File: src/hw/lec_cfg.svh
// Purpose: constants of the link feature and subsystem alias registers
// Assumes: byte addresses of the configuration space, 32-bit words
// Notes: thresholds are in bytes of transmit fifo fill
`ifndef LEC_CFG_SVH
`define LEC_CFG_SVH
`define LEC_OFS_FEAT 8'hf4
`define LEC_OFS_ALIAS 8'hf8
`define LEC_FEAT_RST 16'h1000
`define LEC_FEAT_WMASK 16'hb582
`define LEC_ALIAS_RST 32'h00000000
`define LEC_B_PIPE 15
`define LEC_B_THR_HI 13
`define LEC_B_THR_LO 12
`define LEC_B_MPEG 10
`define LEC_B_DV 8
`define LEC_B_PRIO 7
`define LEC_B_PROG 6
`define LEC_B_ACCEL 1
`define LEC_THR_2K 12'h800
`define LEC_THR_1K7 12'h6cc
`define LEC_THR_1K 12'h400
`define LEC_THR_512 12'h200
`define LEC_FMT_MPEG 6'h20
`define LEC_FMT_DV 6'h00
`endif

File: src/hw/lec_pkg.sv
// Purpose: types shared by the link feature register bank
// Assumes: one-hot transmit sequencer
// Notes: threshold codes follow the two-bit select field
package lec_pkg;
  typedef enum logic [2:0] {
    LEC_ST_IDLE = 3'b001,
    LEC_ST_FILL = 3'b010,
    LEC_ST_SEND = 3'b100
  } lec_at_st_t;
  typedef enum logic [1:0] {
    LEC_THR_SF = 2'b00,
    LEC_THR_1K7 = 2'b01,
    LEC_THR_1K = 2'b10,
    LEC_THR_512 = 2'b11
  } lec_thr_t;
endpackage

File: src/hw/lec_at_thresh.sv
// Purpose: asynchronous transmit start control with underrun fallback
// Assumes: fifo status comes from logic on the same clock
// Notes: fallback latch clears only on request from the register bank
`timescale 1ns/10ps
`include "lec_cfg.svh"
module lec_at_thresh
  import lec_pkg::*;
(
  input wire logic clk_sys_i,
  input wire logic rst_n_i,
  input wire logic ce_i,
  input wire logic [1:0] thr_sel_i,
  input wire logic gate_i,
  input wire logic retries_zero_i,
  input wire logic pkt_pend_i,
  input wire logic [11:0] fifo_level_i,
  input wire logic pkt_loaded_i,
  input wire logic fifo_empty_i,
  input wire logic tx_done_i,
  input wire logic sf_clr_i,
  output logic tx_start_o,
  output logic underrun_o,
  output logic sf_fallback_o
);
  lec_at_st_t st_r, st_nxt;
  logic [11:0] thr;
  logic sf, start_ok, under_det;

  always_comb begin
    case (lec_thr_t'(thr_sel_i))
      LEC_THR_1K7: thr = `LEC_THR_1K7;
      LEC_THR_1K: thr = `LEC_THR_1K;
      LEC_THR_512: thr = `LEC_THR_512;
      default: thr = `LEC_THR_2K;
    endcase
  end

  // store-and-forward whenever any cause is present
  assign sf = sf_fallback_o | retries_zero_i | !gate_i |
              (thr_sel_i == LEC_THR_SF);
  // a full packet always may go; threshold only outside store-and-forward
  assign start_ok = pkt_loaded_i | (!sf & (fifo_level_i >= thr));
  assign under_det = (st_r == LEC_ST_SEND) & fifo_empty_i & !pkt_loaded_i;
  assign tx_start_o = (st_r == LEC_ST_FILL) & start_ok;

  always_comb begin
    st_nxt = st_r;
    case (st_r)
      LEC_ST_IDLE: if (pkt_pend_i) st_nxt = LEC_ST_FILL;
      LEC_ST_FILL: if (start_ok) st_nxt = LEC_ST_SEND;
      LEC_ST_SEND: begin
        if (under_det) st_nxt = LEC_ST_FILL;
        else if (tx_done_i) st_nxt = LEC_ST_IDLE;
      end
      default: st_nxt = LEC_ST_IDLE;
    endcase
  end

  always_ff @(posedge clk_sys_i or negedge rst_n_i) begin
    if (!rst_n_i) st_r <= LEC_ST_IDLE;
    else if (ce_i) st_r <= st_nxt;
  end

  always_ff @(posedge clk_sys_i or negedge rst_n_i) begin
    if (!rst_n_i) underrun_o <= 1'b0;
    else if (ce_i) underrun_o <= under_det;
  end

  // set wins over clear so an underrun is never forgotten
  always_ff @(posedge clk_sys_i or negedge rst_n_i) begin
    if (!rst_n_i) sf_fallback_o <= 1'b0;
    else if (ce_i) begin
      if (under_det) sf_fallback_o <= 1'b1;
      else if (sf_clr_i) sf_fallback_o <= 1'b0;
    end
  end
endmodule // lec_at_thresh

File: src/hw/lec_regs.sv
// Purpose: link feature control and subsystem alias register bank
// Assumes: configuration accesses arrive on the system clock
// Notes: one access per strobe, answered one cycle later
// Behaviour
// - threshold code 00 means 2K store-and-forward, 01 1.7K, 10 1K, 11 512.
// - below 2K, sending starts at the threshold or at full packet load.
// - a fifo that empties before the packet end is an underrun.
// - after an underrun the retry waits for the whole packet.
// - with the 2K code no data goes out before the end-of-packet token.
// - a zero retries setting always forces store-and-forward.
// - bit 10 enables the timestamp boost for streams of format 20h.
// - bit 8 enables the timestamp boost for streams of format 00h.
// - bit 7 makes the link answer requests with priority arbitration.
// - bit 1 tells the phy that acceleration features are supported.
// - bits 14, 11, 9, 5 to 2 and 0 of the feature register read zero.
// - bit 6 reads zero; its loaded value feeds the phy program gate.
// - a write to the alias register updates the subsystem identifiers.
// - a read of the alias register returns the last written value.
// - the alias holds device id in bits 31-16 and vendor id in 15-0.
// - the threshold holds until an underrun, then 2K is used until the next threshold write.
// - feature bits act only while the phy feature gate is set, except the loaded bit 6, which drives the program gate regardless.
`timescale 1ns/10ps
`include "lec_cfg.svh"
module lec_regs
  import lec_pkg::*;
(
  input wire logic clk_sys_i,
  input wire logic nrst_i,
  input wire logic ce_i,
  input wire logic cfg_rd_i,
  input wire logic cfg_wr_i,
  input wire logic [7:0] cfg_addr_i,
  input wire logic [3:0] cfg_be_i,
  input wire logic [31:0] cfg_wdata_i,
  output logic [31:0] cfg_rdata_o,
  output logic cfg_ack_o,
  input wire logic eep_load_i,
  input wire logic [15:0] eep_data_i,
  input wire logic phy_feature_gate_i,
  input wire logic retries_zero_i,
  input wire logic pkt_pend_i,
  input wire logic [11:0] fifo_level_i,
  input wire logic pkt_loaded_i,
  input wire logic fifo_empty_i,
  input wire logic tx_done_i,
  input wire logic [5:0] stream_fmt_i,
  output logic tx_start_o,
  output logic underrun_o,
  output logic sf_fallback_o,
  output logic pipe_off_o,
  output logic mpeg_stamp_boost_o,
  output logic dv_stamp_boost_o,
  output logic stamp_apply_o,
  output logic prio_req_o,
  output logic accel_o,
  output logic phy_program_gate_o,
  output logic [15:0] subsys_device_alias_o,
  output logic [15:0] subsys_vendor_alias_o,
  output logic subsys_upd_o
);
  localparam logic [15:0] WMASK = `LEC_FEAT_WMASK;

  logic rst_q1_r, rst_n;
  logic [15:0] feat_r, feat_nxt;
  logic [31:0] alias_r;
  logic wr_feat, wr_alias, rd_feat, rd_alias;
  logic sf_clr;

  // reset is released through two stages so that release is synchronous
  always_ff @(posedge clk_sys_i or negedge nrst_i) begin
    if (!nrst_i) begin
      rst_q1_r <= 1'b0;
      rst_n <= 1'b0;
    end else begin
      rst_q1_r <= 1'b1;
      rst_n <= rst_q1_r;
    end
  end

  assign wr_feat = cfg_wr_i & (cfg_addr_i == `LEC_OFS_FEAT);
  assign wr_alias = cfg_wr_i & (cfg_addr_i == `LEC_OFS_ALIAS);
  assign rd_feat = cfg_rd_i & (cfg_addr_i == `LEC_OFS_FEAT);
  assign rd_alias = cfg_rd_i & (cfg_addr_i == `LEC_OFS_ALIAS);
  // a new threshold write ends an earlier underrun fallback
  assign sf_clr = wr_feat & cfg_be_i[1];

  // only writable positions are stored; reserved ones stay zero
  always_comb begin
    feat_nxt = feat_r;
    if (eep_load_i) begin
      feat_nxt = eep_data_i & WMASK;
    end else if (wr_feat) begin
      if (cfg_be_i[0]) feat_nxt[7:0] = cfg_wdata_i[7:0] & WMASK[7:0];
      if (cfg_be_i[1]) feat_nxt[15:8] = cfg_wdata_i[15:8] & WMASK[15:8];
    end
  end

  always_ff @(posedge clk_sys_i or negedge rst_n) begin
    if (!rst_n) feat_r <= `LEC_FEAT_RST;
    else if (ce_i) feat_r <= feat_nxt;
  end

  // the eeprom bit at the unassigned position steers the program gate
  always_ff @(posedge clk_sys_i or negedge rst_n) begin
    if (!rst_n) phy_program_gate_o <= 1'b0;
    else if (ce_i && eep_load_i)
      phy_program_gate_o <= eep_data_i[`LEC_B_PROG];
  end

  genvar gi;
  generate
    for (gi = 0; gi < 4; gi++) begin : g_alias_lane
      always_ff @(posedge clk_sys_i or negedge rst_n) begin
        if (!rst_n) alias_r[8*gi +: 8] <= 8'h00;
        else if (ce_i && wr_alias && cfg_be_i[gi])
          alias_r[8*gi +: 8] <= cfg_wdata_i[8*gi +: 8];
      end
    end
  endgenerate

  // identifiers take the write data on the same edge that loads the alias
  always_ff @(posedge clk_sys_i or negedge rst_n) begin
    if (!rst_n) begin
      subsys_device_alias_o <= 16'h0000;
      subsys_vendor_alias_o <= 16'h0000;
      subsys_upd_o <= 1'b0;
    end else if (ce_i) begin
      subsys_upd_o <= wr_alias;
      if (wr_alias && cfg_be_i[2])
        subsys_device_alias_o[7:0] <= cfg_wdata_i[23:16];
      if (wr_alias && cfg_be_i[3])
        subsys_device_alias_o[15:8] <= cfg_wdata_i[31:24];
      if (wr_alias && cfg_be_i[0])
        subsys_vendor_alias_o[7:0] <= cfg_wdata_i[7:0];
      if (wr_alias && cfg_be_i[1])
        subsys_vendor_alias_o[15:8] <= cfg_wdata_i[15:8];
    end
  end

  // unmapped reads answer zero; unmapped writes are dropped
  always_ff @(posedge clk_sys_i or negedge rst_n) begin
    if (!rst_n) begin
      cfg_rdata_o <= 32'h00000000;
      cfg_ack_o <= 1'b0;
    end else if (ce_i) begin
      cfg_ack_o <= cfg_rd_i | cfg_wr_i;
      if (rd_feat) cfg_rdata_o <= {16'h0000, feat_r & WMASK};
      else if (rd_alias) cfg_rdata_o <= alias_r;
      else if (cfg_rd_i) cfg_rdata_o <= 32'h00000000;
    end
  end

  // every feature output is held off while the phy gate is low
  always_ff @(posedge clk_sys_i or negedge rst_n) begin
    if (!rst_n) begin
      pipe_off_o <= 1'b0;
      mpeg_stamp_boost_o <= 1'b0;
      dv_stamp_boost_o <= 1'b0;
      prio_req_o <= 1'b0;
      accel_o <= 1'b0;
    end else if (ce_i) begin
      pipe_off_o <= feat_r[`LEC_B_PIPE] & phy_feature_gate_i;
      mpeg_stamp_boost_o <= feat_r[`LEC_B_MPEG] &
                            phy_feature_gate_i;
      dv_stamp_boost_o <= feat_r[`LEC_B_DV] &
                          phy_feature_gate_i;
      prio_req_o <= feat_r[`LEC_B_PRIO] & phy_feature_gate_i;
      accel_o <= feat_r[`LEC_B_ACCEL] & phy_feature_gate_i;
    end
  end

  always_ff @(posedge clk_sys_i or negedge rst_n) begin
    if (!rst_n) stamp_apply_o <= 1'b0;
    else if (ce_i)
      stamp_apply_o <= (mpeg_stamp_boost_o &&
                        stream_fmt_i == `LEC_FMT_MPEG) ||
                       (dv_stamp_boost_o &&
                        stream_fmt_i == `LEC_FMT_DV);
  end

  // threshold code is gated with the phy gate inside the sequencer
  lec_at_thresh u_at_thresh (
    .clk_sys_i(clk_sys_i),
    .rst_n_i(rst_n),
    .ce_i(ce_i),
    .thr_sel_i(feat_r[`LEC_B_THR_HI:`LEC_B_THR_LO]),
    .gate_i(phy_feature_gate_i),
    .retries_zero_i(retries_zero_i),
    .pkt_pend_i(pkt_pend_i),
    .fifo_level_i(fifo_level_i),
    .pkt_loaded_i(pkt_loaded_i),
    .fifo_empty_i(fifo_empty_i),
    .tx_done_i(tx_done_i),
    .sf_clr_i(sf_clr & ce_i),
    .tx_start_o(tx_start_o),
    .underrun_o(underrun_o),
    .sf_fallback_o(sf_fallback_o)
  );
endmodule // lec_regs

File: config.mk
export PLATFORM = sky130hd
export DESIGN_NAME = lec_regs
export DESIGN_NICKNAME = d
export VERILOG_FILES = /design/src/hw/lec_pkg.sv /design/src/hw/lec_at_thresh.sv /design/src/hw/lec_regs.sv
export VERILOG_INCLUDE_DIRS = /design/src /design/src/hw
export SDC_FILE = /design/constraint.sdc
export NUM_CORES = 1
export LEC_CHECK = 0
export ABC_AREA = 1
export BUFFER_PORTS_ARGS = -buffer_cell sky130_fd_sc_hd__buf_2
export CAP_MARGIN = 20
export CORE_MARGIN = 3
export CORE_UTILIZATION = 33
export CTS_CLUSTER_DIAMETER = 100
export DETAILED_ROUTE_END_ITERATION = 8
export SKIP_CTS_REPAIR_TIMING = 1
export SYNTH_ARGS = -nofsm -noshare
export SYNTH_HDL_FRONTEND = slang
export SYNTH_HIERARCHICAL = 1
export SYNTH_SLANG_ARGS = --single-unit
File: constraint.sdc
create_clock -name clk_sys_i -period 3.9 [get_ports clk_sys_i]
set_input_delay 0.39 -clock clk_sys_i [delete_from_list [all_inputs] [get_ports clk_sys_i]]
set_output_delay 0.39 -clock clk_sys_i [all_outputs]
set_load 0.03 [all_outputs]
Word level (Yosys, flattened, before mapping). Index checks and enable logic that the tools add are counted.

Register bits: 128. Output and inout bits: 76. Word-level logic and storage cells: 105.

Order comparisons: 1. Equal/unequal tests: 12. Mux-type cells: 15. Bitwise logic cells: 20. Reductions and logical operators: 32.

Operator list (count): 32-bit two-way mux (3); 12-bit one-hot mux with 3 select lines (1); 16-bit two-way mux (2); 8-bit == test, second input constant (2); 8-bit two-way mux (2); 1-bit bitwise AND (15); 12-bit greater-or-equal comparator (1); 1-bit logical AND (12); 3-bit two-way mux (4); 2-bit AND reduction (6); 3-bit one-hot mux with 3 select lines (1); 2-bit nonzero test (4); 6-bit == test, second input constant (1); 6-bit zero test (1); 3-bit AND reduction (2); 1-bit bitwise OR (5); 2-bit == test, second input constant (2); 4-bit AND reduction (1); 3-bit by 1-bit == test with 1-bit output, second input constant (1); 3-bit by 2-bit == test with 1-bit output, second input constant (1); 3-bit == test, second input constant (1); 1-bit zero test (3); 3-bit by 2-bit != test with 1-bit output, second input constant (1); 3-bit nonzero test (1); other kinds (6) (7).

Longest topological paths before layout.
Depth after elaboration: 8. Mapped depth: 15.

Cells and area by module. The synthesis kept the hierarchy.

Modules (own cells, without submodules): lec_regs (times used 1, cells each 508, area an instance 4634.4 µm², sequential area each 2854.0 µm²); lec_at_thresh (times used 1, cells each 91, area an instance 573.0 µm², sequential area each 126.4 µm²).

Least setup slack after synthesis. Ideal clock, no wire load.

Path kind: reg-to-output. Start point: reg feat_r[12]. End point: out tx_start_o. Data arrival time: 1.925 ns. Data required time: 3.510 ns. Slack: 1.585 ns. Stages on the path, launching flop included: 15. Buffers on the path: 0. Cells stage by stage: dfstp_2 -> inv_1 -> ha_1 -> inv_1 -> ha_1 -> nand3_1 -> nor2_1 -> nand2_1 -> nor2_2 -> nand2_1 -> nand2_1 -> nand2_1 -> nand2_1 -> nand2_1 -> inv_1.

Longest elaborated chain between the ends: 6. Elaborated cells between the ends (all ways): 11. Those cells by class: order compare: 1; eq/ne: 3; mux: 1; bitwise: 4; reduce/logical: 2.

Ends and longest elaborated chain: start, declared (RTL line lec_regs.sv:64) `logic [15:0] feat_r, feat_nxt;`; start signal, assigned (RTL line lec_regs.sv:99) `` if (!rst_n) feat_r <= `LEC_FEAT_RST; ``; start signal, assigned (RTL line lec_regs.sv:100) `else if (ce_i) feat_r <= feat_nxt;`; 2-bit == test (tied with other cells) (RTL line lec_at_thresh.sv:30) `case (lec_thr_t'(thr_sel_i))`; 12-bit one-hot mux with 3 select lines or 1-bit bitwise OR (tied branches) (RTL line lec_at_thresh.sv:30, lec_at_thresh.sv:39); 12-bit greater-or-equal comparator or 1-bit zero test (tied branches) (RTL line lec_at_thresh.sv:42) `assign start_ok = pkt_loaded_i | (!sf & (fifo_level_i >= thr));`; 1-bit bitwise AND * (RTL line lec_at_thresh.sv:42); 1-bit bitwise OR * (RTL line lec_at_thresh.sv:42); 1-bit bitwise AND * (RTL line lec_at_thresh.sv:44) `assign tx_start_o = (st_r == LEC_ST_FILL) & start_ok;`; end, declared (RTL line lec_regs.sv:47) `output logic tx_start_o,`.

Mark *: on every way between the ends. The rest lies on a longest branch, timed or not.

Final worst setup path. Same ends and word-level chain as after synthesis.

==> impl_metrics.yaml <==
clock_tree:
  cts_buffer_depth: 2
  clk_latency_ns: 0.41
  cts_buffers: 17
  cts.sinks: 119
  cts-root-buf: "clkbuf_16"
  cts_tree: "yes"
  ctsHtreeMaxLevel: 4
  clk_pin_slew_ns: 0.05
route:
  dr.pass1.iters: 5
  drc: 0
  wire_per_inst_microns: 13.47
  num_vias: 4374
  wl_microns: 13170
  postRouteAntennaNets: 0
  viasPerCell: 4.472
  drtIter0Drc: 197
floorplanning:
  initial_utilization_pct: 34.00
  core_sq_um: 15310
  fp.dieH_microns: 131.6
  die_area_sq_um: 17320
  num_io_pins: 166
  die_w_microns: 131.6
  rows: 45
synthesis:
  postSynthAreaPerCell_sq_um: 8.694
  syn_inst: 599
  synthMuxAreaShare_pct: 0.6487
  yosys_warnings: 6
  synth_compound_area_share_pct: 3.460
  yosysUniqueCellTypes: 29
  synthMostInstantiatedCell: "nand2_1"
  synthXorXnorAreaFrac_pct: 0
  yosysTopAreaCellShare_pct: 56.22
  ys_seq_elements: 119
  syn_nets: 697
  syn_area_sq_um: 5207
  synth-edff-count: 0
  synth_common_cells: "254 x nand2_1, 117 x dfrtp_1, 67 x nand3_1"
  synth_top_family_by_area: "simple AND/OR/NAND/NOR gates"
  synth_simple_gate_area_share_pct: 30.83
  synth_top_cell_by_area: "dfrtp_1"
  synth_ff_type: "dfrtp_1"
  synth_area_leaders: "dfrtp_1 56%, nand2_1 18%, nand3_1 6.4%"
  seq_area_frac_synth_pct: 57.23
  synthAdderAreaFrac_pct: 1.922
  async_flop_share_pct: 100.0
setup_path:
  crit_path_start_kind: "flop"
  crit_family: "simple AND/OR/NAND/NOR gates"
  path_buf_inv: 4
  cp-end-kind: "output pin"
  path_common_cell: "nand2_1"
  cp_slowest_stage_delay_ns: 0.57
  cp_slowest_cell: "dfstp_2"
  crit_required_ns: 3.51
  crit_chain: "inv_1, ha_1, inv_1, ha_1, nand3_1, nor2_1, nand2_1, nor2_2, nand2_1, nand2_1, nand2_1, nand2_1, nand2_1, inv_1, buf_2"
  worstPathMaxFanout: 5
  worstPathArrival_ns: 2.51
  crit_type: "reg2out"
sta:
  slew_headroom_pct: 34.66
  whs_ns: 0.2253
  maxSlewViolCount: 0
  layout_worst_path_cycle_share_pct: 74.32
  hold_viol: 0
  setup_viol: 0
  setup-tns-final_ns: 0
  period_needed_ns: 2.899
  max_clock_freq_mhz: 345.0
  tightest_slew_ns: 0.9773
  fin_skew_ns: 0.008439
  grt_setup_unrepaired: "false"
outcome:
  status: "finished, final reports clean"
cells_and_area:
  ff_latch_area_sq_um: 2984
  syn2layout_area_growth_pct: 30.13
  fillers: 1584
  drive_gt1_share_pct: 27.28
  nets: 853
  multiInputGateArea_sq_um: 1923
power:
  power.density_nw_per_um2: 475.6
  peakVddDrop_mv: 0.2300
  finalPower_w: 0.003223
  power_leakage_nw: 4.046
placed_design:
  io_buffers: 157
  dp_hpwl_microns: 9272
  gp_congestion: 0.7751
global_routing:
  antenna_found_initial: 0
  grt_usage_pct: 15.62
  grt_pass1_wl_microns: 21770
  grt.overflow.total: 0
  grt_max_degree: 62
  grt_pass1_vias: 4326
hold_path:
  hold_path_class: "in2reg"
job:
  maxCapViolations: 0
-- final timing paths --
path,startpoint,end,slack [ns],cells after the start
setup / recovery,feat_r[12],tx_start_o,1.00,15
setup reg to reg,feat_r[12],u_at_thresh/st_r[1],1.75,15
min in group asynchronous,nrst_i,rst_n,0.29,2
max in group asynchronous,rst_n,u_at_thresh/st_r[0],2.68,1
hold reg to reg,rst_q1_r,rst_n,0.34,0
hold / removal,eep_data_i[6],phy_program_gate_o,0.23,2
-- cell families (layout without fill, tap and decap cells) --
logic type / Yosys count / count (layout)
multiplexers: 3 / 3
AND/OR/NAND/NOR: 366 / 366
AO/OA/AOI/OAI: 34 / 34
buffers and inverters: 68 / 235
adder cells (fa/ha/maj): 8 / 8
flip-flops: 119 / 119
other: 1 / 2
-- metal layers --
metal / track usage, % / share of wire [%] / vias up
li1: - / - / 2226
met1: 20.85 / 48 / 2031
met2: 23.95 / 45 / 110
met3: 5.743 / 6.3 / 7
met4: 4.376 / 0.88 / 0
met5: 0 / 0 / -
-- cell type report --
cell class / instances / share of cell area [%]
diodes: 1 / 0.03693
clock buffers: 28 / 7.773
clock inverters: 2 / 0.8863
inverters: 44 / 2.437
multi-input cells: 412 / 28.38
flip-flops and latches: 119 / 44.04
well taps: 211 / 3.896
repair buffers: 161 / 12.56
-- sequential cells by signal (all words and copies together), names as in the netlist, 3 cells and up --
register               count
subsys_device_alias_o     16
u_at_thresh/st_r           3
alias_r                   32
cfg_rdata_o               32
feat_r                     7
subsys_vendor_alias_o     16
-- placed cells by master, fill, tap and decap left out, types with 3 or more instances in the layout --
master / instances
mux2_2: 3
nand2_4: 5
o21ai_0: 29
ha_1: 8
nor2_4: 4
nor2_2: 3
nand2_1: 254
nand3_1: 67
clkbuf_8: 6
dfrtp_1: 116
nor2_1: 10
clkbuf_16: 17
clkbuf_1: 5
inv_1: 42
buf_2: 157
nand4_1: 17
-- through the flow --
stage          utilization [%]  worst slack [ns]  instance area, sq um  instances
2_1_floorplan                -            0.3428                  5207        599
3_3_place_gp             40.16             1.399                  6150        945
3_5_place_dp             40.34             1.396                  6177        946
4_1_cts                  44.17            0.9513                  6764        976
5_1_grt                  44.23            0.7835                  6774        977
6_report                 44.25             1.001                  6777        978
-- power breakdown --
group / switching [W] / total [W] / internal, W
Sequential: 0.0000462 / 0.00134 / 0.00129
Combinational: 0.000216 / 0.000338 / 0.000122
Clock: 0.000511 / 0.00155 / 0.00104
No activity file was read; power rests on OpenSTA's default activity.
